==> src/hdl/dlirq_pkg.sv <==
// register map, field positions and bus codes for the data link and
// sync message interrupt block
// assumes a 32-bit axi4-lite bus; index = byte address / 4
package dlirq_pkg;
  localparam int          IDX_W          = 12;
  localparam int          ADDR_W         = IDX_W + 2;
  localparam int          SSM_MSG_W      = 6;
  localparam int          REPEAT_W       = 8;
  localparam logic [11:0] IDX_DL_STATUS  = 12'hB26;
  localparam logic [11:0] IDX_DL_ENABLE  = 12'hB27;
  localparam logic [11:0] IDX_SSM_STATUS = 12'hB70;
  localparam logic [11:0] IDX_SSM_ENABLE = 12'hB71;
  localparam logic [11:0] IDX_MATCH_ONE  = 12'hB7A;
  localparam logic [11:0] IDX_MATCH_TWO  = 12'hB7B;
  localparam logic [11:0] IDX_MATCH_THR  = 12'hB7C;
  localparam logic [11:0] IDX_TX_REPEAT  = 12'hB7D;
  localparam int DL_MSG_TYPE  = 7;
  localparam int DL_TX_START  = 6;
  localparam int DL_RX_START  = 5;
  localparam int DL_TX_END    = 4;
  localparam int DL_RX_END    = 3;
  localparam int DL_CHECKSUM  = 2;
  localparam int DL_ABORT     = 1;
  localparam int DL_FLAG      = 0;
  localparam int SSM_MATCH3   = 7;
  localparam int SSM_MATCH2   = 6;
  localparam int SSM_FULL     = 3;
  localparam int SSM_EMPTY    = 2;
  localparam int SSM_MATCH1   = 1;
  localparam int SSM_CHANGE   = 0;
  localparam logic [7:0] DL_ENABLE_MASK  = 8'h7F;
  localparam logic [7:0] DL_EVENT_MASK   = 8'h7F;
  localparam logic [7:0] SSM_FIELD_MASK  = 8'hCF;
  localparam logic [7:0] REG_RESET       = 8'h00;
  localparam logic [7:0] REPEAT_RESET    = 8'h01;
  localparam logic [1:0] RESP_OKAY       = 2'h0;
  localparam logic [1:0] RESP_SLVERR     = 2'h2;
endpackage

==> src/hdl/dlirq_reg_if.sv <==
// register access strobes between the bus slave and the register file
// assumes one clock; strobes are one-cycle pulses
`timescale 1ns/1ns
`default_nettype none
interface dlirq_reg_if;
  logic                     wr_en;
  logic [dlirq_pkg::IDX_W-1:0] wr_index;
  logic [7:0]               wdata;
  logic                     wr_hit;
  logic                     rd_en;
  logic [dlirq_pkg::IDX_W-1:0] rd_index;
  logic [7:0]               rdata;
  logic                     rd_hit;
  modport bus  (output wr_en, wr_index, wdata, rd_en, rd_index,
                input  wr_hit, rdata, rd_hit);
  modport regs (input  wr_en, wr_index, wdata, rd_en, rd_index,
                output wr_hit, rdata, rd_hit);
endinterface
`default_nettype wire

==> src/hdl/dlirq_axil_slave.sv <==
// axi4-lite slave turning bus transfers into register strobes
// assumes registers answer a read combinationally in the strobe cycle
`timescale 1ns/1ns
`default_nettype none
module dlirq_axil_slave (
  input  wire logic                        aclk,
  input  wire logic                        aresetn,
  input  wire logic [dlirq_pkg::ADDR_W-1:0] awaddr,
  input  wire logic                        awvalid,
  output logic                             awready,
  input  wire logic [31:0]                 wdata,
  input  wire logic [3:0]                  wstrb,
  input  wire logic                        wvalid,
  output logic                             wready,
  output logic [1:0]                       bresp,
  output logic                             bvalid,
  input  wire logic                        bready,
  input  wire logic [dlirq_pkg::ADDR_W-1:0] araddr,
  input  wire logic                        arvalid,
  output logic                             arready,
  output logic [31:0]                      rdata,
  output logic [1:0]                       rresp,
  output logic                             rvalid,
  input  wire logic                        rready,
  dlirq_reg_if.bus                         ri
);
  logic                         aw_held;
  logic                         w_held;
  logic [dlirq_pkg::IDX_W-1:0]  aw_index;
  logic [7:0]                   w_byte;
  logic                         w_lane;

  assign awready     = !aw_held && !bvalid;
  assign wready      = !w_held && !bvalid;
  assign arready     = !rvalid;
  assign ri.wr_en    = aw_held && w_held && !bvalid && w_lane;
  assign ri.wr_index = aw_index;
  assign ri.wdata    = w_byte;
  assign ri.rd_en    = arvalid && arready;
  assign ri.rd_index = araddr[dlirq_pkg::ADDR_W-1:2];

  // write address and data may arrive in either order
  always_ff @(posedge aclk) begin
    if (!aresetn) begin
      aw_held  <= 1'b0;
      w_held   <= 1'b0;
      aw_index <= '0;
      w_byte   <= 8'h00;
      w_lane   <= 1'b0;
    end else if (aw_held && w_held && !bvalid) begin
      aw_held <= 1'b0;
      w_held  <= 1'b0;
    end else begin
      if (awvalid && awready) begin
        aw_held  <= 1'b1;
        aw_index <= awaddr[dlirq_pkg::ADDR_W-1:2];
      end
      if (wvalid && wready) begin
        w_held <= 1'b1;
        w_byte <= wdata[7:0];
        w_lane <= wstrb[0];
      end
    end
  end

  // write response
  always_ff @(posedge aclk) begin
    if (!aresetn) begin
      bvalid <= 1'b0;
      bresp  <= dlirq_pkg::RESP_OKAY;
    end else if (aw_held && w_held && !bvalid) begin
      bvalid <= 1'b1;
      bresp  <= ri.wr_hit ? dlirq_pkg::RESP_OKAY : dlirq_pkg::RESP_SLVERR;
    end else if (bready) begin
      bvalid <= 1'b0;
    end
  end

  // read data captured in the strobe cycle
  always_ff @(posedge aclk) begin
    if (!aresetn) begin
      rvalid <= 1'b0;
      rdata  <= 32'h0000_0000;
      rresp  <= dlirq_pkg::RESP_OKAY;
    end else if (ri.rd_en) begin
      rvalid <= 1'b1;
      rdata  <= {24'h00_0000, ri.rdata};
      rresp  <= ri.rd_hit ? dlirq_pkg::RESP_OKAY : dlirq_pkg::RESP_SLVERR;
    end else if (rready) begin
      rvalid <= 1'b0;
    end
  end
endmodule
`default_nettype wire

==> src/hdl/dlirq_ssm_detect.sv <==
// compares each filter-validated sync message with three match values
// and with the previously validated message
// assumes msg_valid is a one-cycle pulse on the same clock
`timescale 1ns/1ns
`default_nettype none
module dlirq_ssm_detect #(
  parameter int MSG_W = dlirq_pkg::SSM_MSG_W
) (
  input  wire logic             aclk,
  input  wire logic             aresetn,
  input  wire logic             msg_valid,
  input  wire logic [MSG_W-1:0] msg,
  input  wire logic [MSG_W-1:0] match_one,
  input  wire logic [MSG_W-1:0] match_two,
  input  wire logic [MSG_W-1:0] match_three,
  output logic                  match_one_event,
  output logic                  match_two_event,
  output logic                  match_three_event,
  output logic                  detector_change_event
);
  logic             have_prev;
  logic [MSG_W-1:0] prev_msg;

  if (MSG_W < 1 || MSG_W > 8) begin : g_bad_width
    $error("message width must be 1 to 8");
  end

  always_ff @(posedge aclk) begin
    if (!aresetn) begin
      match_one_event       <= 1'b0;
      match_two_event       <= 1'b0;
      match_three_event     <= 1'b0;
      detector_change_event <= 1'b0;
    end else begin
      match_one_event       <= msg_valid && msg == match_one;
      match_two_event       <= msg_valid && msg == match_two;
      match_three_event     <= msg_valid && msg == match_three;
      detector_change_event <= msg_valid && (!have_prev || msg != prev_msg);
    end
  end

  always_ff @(posedge aclk) begin
    if (!aresetn) begin
      have_prev <= 1'b0;
      prev_msg  <= '0;
    end else if (msg_valid) begin
      have_prev <= 1'b1;
      prev_msg  <= msg;
    end
  end
endmodule
`default_nettype wire

==> src/hdl/dlirq_top.sv <==
// data link and sync message interrupt enables, status and request
// assumes event inputs are one-cycle pulses from logic on aclk
// Function
// - tx start enable bit 6 gates interrupt
// - rx start enable bit 5 gates interrupt
// - tx end enable bit 4 gates interrupt
// - rx end enable bit 3 gates interrupt
// - checksum error enable bit 2 gates interrupt
// - abort enable bit 1 gates interrupt
// - flag octet enable bit 0 gates interrupt
// - status bit 7 on validated match three
// - status bit 6 on validated match two
// - status bit 1 on validated match one
// - status bit 3 on rx holding full
// - status bit 2 after programmed repeats sent
// - status bit 0 on validated message change
// - enable bit 3 gates holding full
// - enable bit 2 gates holding empty
// - enable bits 7, 6, 1 gate matches
// - enable bit 0 gates change; 5:4 reserved
// - link status bits 6:0 clear on read; bit 7 reads the live message type
//
// The AXI4-Lite interface to the registers was left to the implementer.
`timescale 1ns/1ns
`default_nettype none
module dlirq_top #(
  parameter int MSG_W    = dlirq_pkg::SSM_MSG_W,
  parameter int REPEAT_W = dlirq_pkg::REPEAT_W
) (
  input  wire logic                        aclk,
  input  wire logic                        aresetn,
  input  wire logic [dlirq_pkg::ADDR_W-1:0] s_axi_awaddr,
  input  wire logic                        s_axi_awvalid,
  output logic                             s_axi_awready,
  input  wire logic [31:0]                 s_axi_wdata,
  input  wire logic [3:0]                  s_axi_wstrb,
  input  wire logic                        s_axi_wvalid,
  output logic                             s_axi_wready,
  output logic [1:0]                       s_axi_bresp,
  output logic                             s_axi_bvalid,
  input  wire logic                        s_axi_bready,
  input  wire logic [dlirq_pkg::ADDR_W-1:0] s_axi_araddr,
  input  wire logic                        s_axi_arvalid,
  output logic                             s_axi_arready,
  output logic [31:0]                      s_axi_rdata,
  output logic [1:0]                       s_axi_rresp,
  output logic                             s_axi_rvalid,
  input  wire logic                        s_axi_rready,
  input  wire logic                        rx_message_type,
  input  wire logic                        tx_start_event,
  input  wire logic                        rx_start_event,
  input  wire logic                        tx_end_event,
  input  wire logic                        rx_end_event,
  input  wire logic                        checksum_error_event,
  input  wire logic                        abort_seen_event,
  input  wire logic                        flag_seen_event,
  input  wire logic                        ssm_validated,
  input  wire logic [MSG_W-1:0]            rx_sync_message_holding,
  input  wire logic                        rx_holding_full_event,
  input  wire logic                        tx_holding_load,
  input  wire logic                        tx_message_sent,
  output logic                             irq
);
  logic [7:0]          dl_status;
  logic [7:0]          dl_enable;
  logic [7:0]          ssm_status;
  logic [7:0]          ssm_enable;
  logic [MSG_W-1:0]    match_one;
  logic [MSG_W-1:0]    match_two;
  logic [MSG_W-1:0]    match_three;
  logic [REPEAT_W-1:0] tx_repeat_count;
  logic [REPEAT_W-1:0] sent_count;
  logic                tx_armed;
  logic                tx_holding_empty_event;
  logic                match_one_event;
  logic                match_two_event;
  logic                match_three_event;
  logic                detector_change_event;
  logic [7:0]          dl_set;
  logic [7:0]          ssm_set;
  logic                rd_dl;
  logic                rd_ssm;
  logic                next_irq;

  if (REPEAT_W < 1 || REPEAT_W > 8) begin : g_bad_repeat
    $error("repeat count width must be 1 to 8");
  end

  dlirq_reg_if ri ();

  dlirq_axil_slave u_bus (
    .aclk    (aclk),
    .aresetn (aresetn),
    .awaddr  (s_axi_awaddr),
    .awvalid (s_axi_awvalid),
    .awready (s_axi_awready),
    .wdata   (s_axi_wdata),
    .wstrb   (s_axi_wstrb),
    .wvalid  (s_axi_wvalid),
    .wready  (s_axi_wready),
    .bresp   (s_axi_bresp),
    .bvalid  (s_axi_bvalid),
    .bready  (s_axi_bready),
    .araddr  (s_axi_araddr),
    .arvalid (s_axi_arvalid),
    .arready (s_axi_arready),
    .rdata   (s_axi_rdata),
    .rresp   (s_axi_rresp),
    .rvalid  (s_axi_rvalid),
    .rready  (s_axi_rready),
    .ri      (ri)
  );

  dlirq_ssm_detect #(
    .MSG_W (MSG_W)
  ) u_ssm (
    .aclk                  (aclk),
    .aresetn               (aresetn),
    .msg_valid             (ssm_validated),
    .msg                   (rx_sync_message_holding),
    .match_one             (match_one),
    .match_two             (match_two),
    .match_three           (match_three),
    .match_one_event       (match_one_event),
    .match_two_event       (match_two_event),
    .match_three_event     (match_three_event),
    .detector_change_event (detector_change_event)
  );

  function automatic logic is_reg(input logic [dlirq_pkg::IDX_W-1:0] idx);
    is_reg = idx == dlirq_pkg::IDX_DL_STATUS  ||
             idx == dlirq_pkg::IDX_DL_ENABLE  ||
             idx == dlirq_pkg::IDX_SSM_STATUS ||
             idx == dlirq_pkg::IDX_SSM_ENABLE ||
             idx == dlirq_pkg::IDX_MATCH_ONE  ||
             idx == dlirq_pkg::IDX_MATCH_TWO  ||
             idx == dlirq_pkg::IDX_MATCH_THR  ||
             idx == dlirq_pkg::IDX_TX_REPEAT;
  endfunction

  function automatic logic [7:0] pad_msg(input logic [MSG_W-1:0] m);
    pad_msg = 8'(m);
  endfunction

  assign ri.wr_hit = is_reg(ri.wr_index);
  assign ri.rd_hit = is_reg(ri.rd_index);
  assign rd_dl     = ri.rd_en && ri.rd_index == dlirq_pkg::IDX_DL_STATUS;
  assign rd_ssm    = ri.rd_en && ri.rd_index == dlirq_pkg::IDX_SSM_STATUS;

  // read mux
  always_comb begin
    unique case (ri.rd_index)
      dlirq_pkg::IDX_DL_STATUS:
        ri.rdata = {rx_message_type, dl_status[6:0]};
      dlirq_pkg::IDX_DL_ENABLE:  ri.rdata = dl_enable;
      dlirq_pkg::IDX_SSM_STATUS: ri.rdata = ssm_status;
      dlirq_pkg::IDX_SSM_ENABLE: ri.rdata = ssm_enable;
      dlirq_pkg::IDX_MATCH_ONE:  ri.rdata = pad_msg(match_one);
      dlirq_pkg::IDX_MATCH_TWO:  ri.rdata = pad_msg(match_two);
      dlirq_pkg::IDX_MATCH_THR:  ri.rdata = pad_msg(match_three);
      dlirq_pkg::IDX_TX_REPEAT:  ri.rdata = 8'(tx_repeat_count);
      default:                   ri.rdata = 8'h00;
    endcase
  end

  // writable enables, masks keep reserved bits at zero
  always_ff @(posedge aclk) begin
    if (!aresetn) begin
      dl_enable  <= dlirq_pkg::REG_RESET;
      ssm_enable <= dlirq_pkg::REG_RESET;
    end else if (ri.wr_en) begin
      if (ri.wr_index == dlirq_pkg::IDX_DL_ENABLE)
        dl_enable <= ri.wdata & dlirq_pkg::DL_ENABLE_MASK;
      if (ri.wr_index == dlirq_pkg::IDX_SSM_ENABLE)
        ssm_enable <= ri.wdata & dlirq_pkg::SSM_FIELD_MASK;
    end
  end

  // match values and repeat count
  always_ff @(posedge aclk) begin
    if (!aresetn) begin
      match_one       <= '0;
      match_two       <= '0;
      match_three     <= '0;
      tx_repeat_count <= REPEAT_W'(dlirq_pkg::REPEAT_RESET);
    end else if (ri.wr_en) begin
      if (ri.wr_index == dlirq_pkg::IDX_MATCH_ONE)
        match_one <= ri.wdata[MSG_W-1:0];
      if (ri.wr_index == dlirq_pkg::IDX_MATCH_TWO)
        match_two <= ri.wdata[MSG_W-1:0];
      if (ri.wr_index == dlirq_pkg::IDX_MATCH_THR)
        match_three <= ri.wdata[MSG_W-1:0];
      if (ri.wr_index == dlirq_pkg::IDX_TX_REPEAT)
        tx_repeat_count <= ri.wdata[REPEAT_W-1:0];
    end
  end

  // count repeats of the loaded message; zero is taken as one
  always_ff @(posedge aclk) begin
    if (!aresetn) begin
      sent_count             <= '0;
      tx_armed               <= 1'b0;
      tx_holding_empty_event <= 1'b0;
    end else begin
      tx_holding_empty_event <= 1'b0;
      if (tx_holding_load) begin
        sent_count <= '0;
        tx_armed   <= 1'b1;
      end else if (tx_message_sent && tx_armed) begin
        if (sent_count + 1'b1 >= tx_repeat_count) begin
          sent_count             <= '0;
          tx_armed               <= 1'b0;
          tx_holding_empty_event <= 1'b1;
        end else begin
          sent_count <= sent_count + 1'b1;
        end
      end
    end
  end

  always_comb begin
    dl_set = 8'h00;
    dl_set[dlirq_pkg::DL_TX_START] = tx_start_event;
    dl_set[dlirq_pkg::DL_RX_START] = rx_start_event;
    dl_set[dlirq_pkg::DL_TX_END]   = tx_end_event;
    dl_set[dlirq_pkg::DL_RX_END]   = rx_end_event;
    dl_set[dlirq_pkg::DL_CHECKSUM] = checksum_error_event;
    dl_set[dlirq_pkg::DL_ABORT]    = abort_seen_event;
    dl_set[dlirq_pkg::DL_FLAG]     = flag_seen_event;
    ssm_set = 8'h00;
    ssm_set[dlirq_pkg::SSM_MATCH3] = match_three_event;
    ssm_set[dlirq_pkg::SSM_MATCH2] = match_two_event;
    ssm_set[dlirq_pkg::SSM_FULL]   = rx_holding_full_event;
    ssm_set[dlirq_pkg::SSM_EMPTY]  = tx_holding_empty_event;
    ssm_set[dlirq_pkg::SSM_MATCH1] = match_one_event;
    ssm_set[dlirq_pkg::SSM_CHANGE] = detector_change_event;
  end

  // sticky status; an event in the read cycle survives the clear
  always_ff @(posedge aclk) begin
    if (!aresetn) begin
      dl_status <= dlirq_pkg::REG_RESET;
    end else begin
      dl_status <= ((rd_dl ? 8'h00 : dl_status) | dl_set)
                   & dlirq_pkg::DL_EVENT_MASK;
    end
  end

  always_ff @(posedge aclk) begin
    if (!aresetn) begin
      ssm_status <= dlirq_pkg::REG_RESET;
    end else begin
      ssm_status <= (rd_ssm ? 8'h00 : ssm_status) | ssm_set;
    end
  end

  // gated request
  always_comb begin
    next_irq = |(dl_status & dl_enable)
               || |(ssm_status & ssm_enable);
  end

  always_ff @(posedge aclk) begin
    if (!aresetn) begin
      irq <= 1'b0;
    end else begin
      irq <= next_irq;
    end
  end
endmodule
`default_nettype wire

==> config.mk <==
export PLATFORM = sky130hd
export DESIGN_NAME = dlirq_top
export DESIGN_NICKNAME = d
export VERILOG_FILES = /design/src/hdl/dlirq_pkg.sv /design/src/hdl/dlirq_reg_if.sv /design/src/hdl/dlirq_axil_slave.sv /design/src/hdl/dlirq_ssm_detect.sv /design/src/hdl/dlirq_top.sv
export SDC_FILE = /design/constraint.sdc
export NUM_CORES = 1
export LEC_CHECK = 0
export BUFFER_PORTS_ARGS = -buffer_cell sky130_fd_sc_hd__buf_2
export CAP_MARGIN = 15
export CORE_ASPECT_RATIO = 1.75
export CORE_MARGIN = 3
export CORE_UTILIZATION = 58
export DETAILED_ROUTE_END_ITERATION = 8
export PLACE_DENSITY = 0.85
export SLEW_MARGIN = 10
export SYNTH_ARGS = -nofsm -noshare
export SYNTH_HDL_FRONTEND = slang
export SYNTH_SLANG_ARGS = --single-unit
==> constraint.sdc <==
create_clock -name aclk -period 7.13 [get_ports aclk]
set_input_delay 1.0695 -clock aclk [delete_from_list [all_inputs] [get_ports aclk]]
set_output_delay 1.0695 -clock aclk [all_outputs]
set_load 0.03 [all_outputs]
==> results.py <==
metrics = {
    "status": {
        "run_status": "finished clean",
    },
    "cts": {
        "cts_tree": "done",
        "clkLatencyLatePin_ns": 0.34,
        "postCtsResizedCells": 0,
        "cts_buffers": 9,
        "cts_setup_buffers": 0,
        "cts-root-buf": "clkbuf_16",
        "htree_levels": 3,
        "clkTransAtPathRegs_ns": 0.06,
        "cts-hold-fix-buffers": 0,
        "clockBufferDepth": 2,
        "cts.sink_count": 109,
    },
    "cells_and_area": {
        "n_antenna_cell": 0,
        "nets": 767,
        "syn_to_final_growth_pct": 10.6,
        "drive_gt1_share_pct": 14.1,
        "finalNonFillerCells": 789,
    },
    "synth": {
        "synth_mux_area_share_pct": 8.62,
        "synthSimpleGateAreaFrac_pct": 21.2,
        "seq_area_frac_synth_pct": 40.8,
        "yosysWarnings": 0,
        "synth_commonest_cells": "109 x dfxtp_1, 77 x nand2_1, 45 x mux2i_1, 45 x nor2_1, 34 x o21ai_0",
        "synth_edf_count": 0,
        "syn_area_sq_um": 5350,
        "synth_cell_types": 57,
        "yosys_register_bits": 109,
        "yosys.area_share.adder_pct": 2.10,
        "ys.flop_type": "dfxtp_1",
        "async_reset_ff_share_pct": 0,
        "synth_xor_area_share_pct": 5.23,
        "netlist_instances": 623,
        "synth_top_area_cell": "dfxtp_1",
        "synth_most_common_cell": "dfxtp_1",
        "netlist.area_leader.share_pct": 40.8,
        "synth_compound_area_share_pct": 14.6,
        "synthTopCellsByArea": "dfxtp_1 41%, mux2i_1 8.4%, nand2_1 5.4%",
        "synth_top_family_by_area": "simple AND/OR/NAND/NOR gates",
        "syn_avg_cell_area_sq_um": 8.59,
    },
    "placed_design": {
        "hpwl_mm": 9.47,
        "place.gp.congestion": 0.967,
        "post-place-cells": 775,
        "io_buffers": 73,
    },
    "route": {
        "wl_per_cell_um": 16.0,
        "routed-via-count": 4627,
        "drt_iter0_markers": 219,
        "antenna_left": 0,
        "via_per_inst": 5.86,
        "drt-pass1-iter-count": 6,
        "routed_wirelength_mm": 12.6,
        "drc": 0,
    },
    "die": {
        "die_x_um": 78.6,
        "die-area_sq_um": 10500,
        "core_sq_um": 8840,
        "num_rows": 45,
        "io_pins": 131,
        "die_y_um": 133,
        "initial_utilization_pct": 60.6,
    },
    "grt": {
        "grt.overflow.total": 0,
        "grt_max_degree": 68,
        "globalRouteMet3Util_pct": 4.13,
        "globalRoute.busiestLayer": "met2",
        "grtUsageTotal_pct": 24.5,
        "grtUsageMet1_pct": 24.9,
        "grt_pass1_vias": 4335,
        "grtUsageMet2_pct": 45.9,
        "grt_pass1_wl_mm": 20.2,
        "antenna_found_initial": 0,
    },
    "sta": {
        "fin_crit_sh_pct": 40.3,
        "finalHoldViolations": 0,
        "slew_headroom_pct": 38.1,
        "maxClockFrequency_mhz": 348,
        "rsz0062_at_grt": "false",
        "worst_pin_slew_ns": 0.922,
        "slew_viol_final": 0,
        "tns_ns": 0,
        "clock_skew_ns": 0.00427,
        "setup_viol": 0,
        "fin_crit_ns": 2.87,
    },
    "run": {
        "max-cap-violations": 0,
    },
    "setup_path": {
        "reg2reg_from": "sent_count[0]",
        "required_ns": 7.37,
        "critPathLaunch": "sent_count[0]",
        "crit_path_end_kind": "flop",
        "worstPathArrival_ns": 3.11,
        "start_kind": "flop",
        "path_class": "flop to flop",
        "crit_fanout": 15,
    },
    "power": {
        "p_per_area_nw_per_um2": 212,
        "intPower_w": 0.000948,
        "sequentialPowerShare_pct": 51.3,
        "netSwitchingPower_w": 0.000307,
        "swShare_pct": 24.5,
        "power.leakage_nw": 2.52,
        "max-vdd-ir-drop_uv": 207,
        "pwr-share-clk_pct": 38.7,
        "combPwrFrac_pct": 10.0,
    },
    "hold_path": {
        "hp-class": "flop to flop",
        "min_from": "u_ssm.match_three_event",
    },
}
-- metrics by stage --
stage          area (sq um)  power, W  util (%)  hold slack [ns]  setup WS, ns
3_5_place_dp           5630  0.000782      63.7            0.430          3.97
6_report               5920   0.00126      67.0            0.439          4.26
4_1_cts                5920   0.00126      66.9            0.443          4.24
2_1_floorplan          5450  0.000755         -            0.413          4.36
5_1_grt                5920   0.00130      67.0            0.464          4.02
3_3_place_gp           5630  0.000776      63.7            0.416          4.01
-- sequential cells by signal, summed over array words and instances (netlist names), 6 cells and up --
signal and flops:
dl_status 7, ssm_status 6, match_three 6, dl_enable 7, u_ssm.prev_msg 6, tx_repeat_count 8
match_two 6, match_one 6, u_bus.ri.wdata 8, u_bus.ri.wr_index 12, ssm_enable 6, u_bus.rdata 8
sent_count 8
-- layer usage --
metal | wire length [um] | vias to the layer above
li1 | - | 2247
met1 | 4730 | 2171
met2 | 6790 | 168
met3 | 531 | 41
met4 | 594 | 0
met5 | 0 | -
-- path summary, 6_finish.rpt --
check / to / cells past startpoint / slack [ns]
setup / recovery: sent_count[0] / 9 / 4.26
hold / removal: ssm_status[7] / 2 / 0.44
setup reg to reg: sent_count[0] / 9 / 4.26
hold reg to reg: ssm_status[7] / 2 / 0.44
-- worst max-delay path, stage by stage (launching register included) --
cell     delay, ns
dfxtp_1       0.40
ha_1          0.28
and3_1        0.22
nand3_1       0.16
xnor2_1       0.17
ha_1          0.29
nand4_1       0.07
o21ai_1       0.73
nor2_1        0.15
mux2_2        0.30
-- logic make-up after synthesis --
kind of cell	after synthesis
xor gates and xnor gates	32
other	1
muxes	46
and+or+nand+nor	226
adders and majority gates	9
AOI/OAI and AO/OA	121
buffers and inverters	79
DFF	109
-- layout by cell type (no fill, tap or decap), types with 3 or more instances in the layout --
master	n
and4_1	4
a21oi_1	29
o21a_1	8
nor4bb_1	3
nor2b_1	11
nand2_1	77
a221oi_1	3
buf_2	73
a31oi_1	4
clkbuf_16	9
a22o_1	6
nor3_1	6
o21ai_0	34
a22oi_1	3
o31ai_1	11
xor2_1	15
dfxtp_1	109
xnor2_1	17
a32o_1	3
nand3_1	30
ha_1	9
nor2_1	45
nor4_1	9
inv_1	14
nand4b_1	5
conb_1	26
mux2i_1	45
nand4_1	11
and3_1	6
nor3b_1	4
a21o_1	6
-- power groups by stage --
| stage | clock (W) | combinational, W | sequential, W |
|---|---|---|---|
| after CTS | 0.000492 | 0.000126 | 0.000643 |
| after floorplan | 0 | 0.000103 | 0.000653 |
| after global placement | 0 | 0.000121 | 0.000656 |
| final | 0.000486 | 0.000126 | 0.000644 |
| after detailed placement | 0 | 0.000125 | 0.000657 |
| after global routing | 0.000516 | 0.000139 | 0.000645 |
-- area by class of cell --
class / instances / area (sq um)
Sequential cell: 109 / 2180
Multi-Input combinational cell: 460 / 2870
Clock buffer: 10 / 239
Fill cell: 761 / 2920
Inverter: 14 / 52.6
Tap cell: 117 / 146
Clock inverter: 4 / 48.8
Timing Repair Buffer: 75 / 380
(Power assumes the default switching activity.)
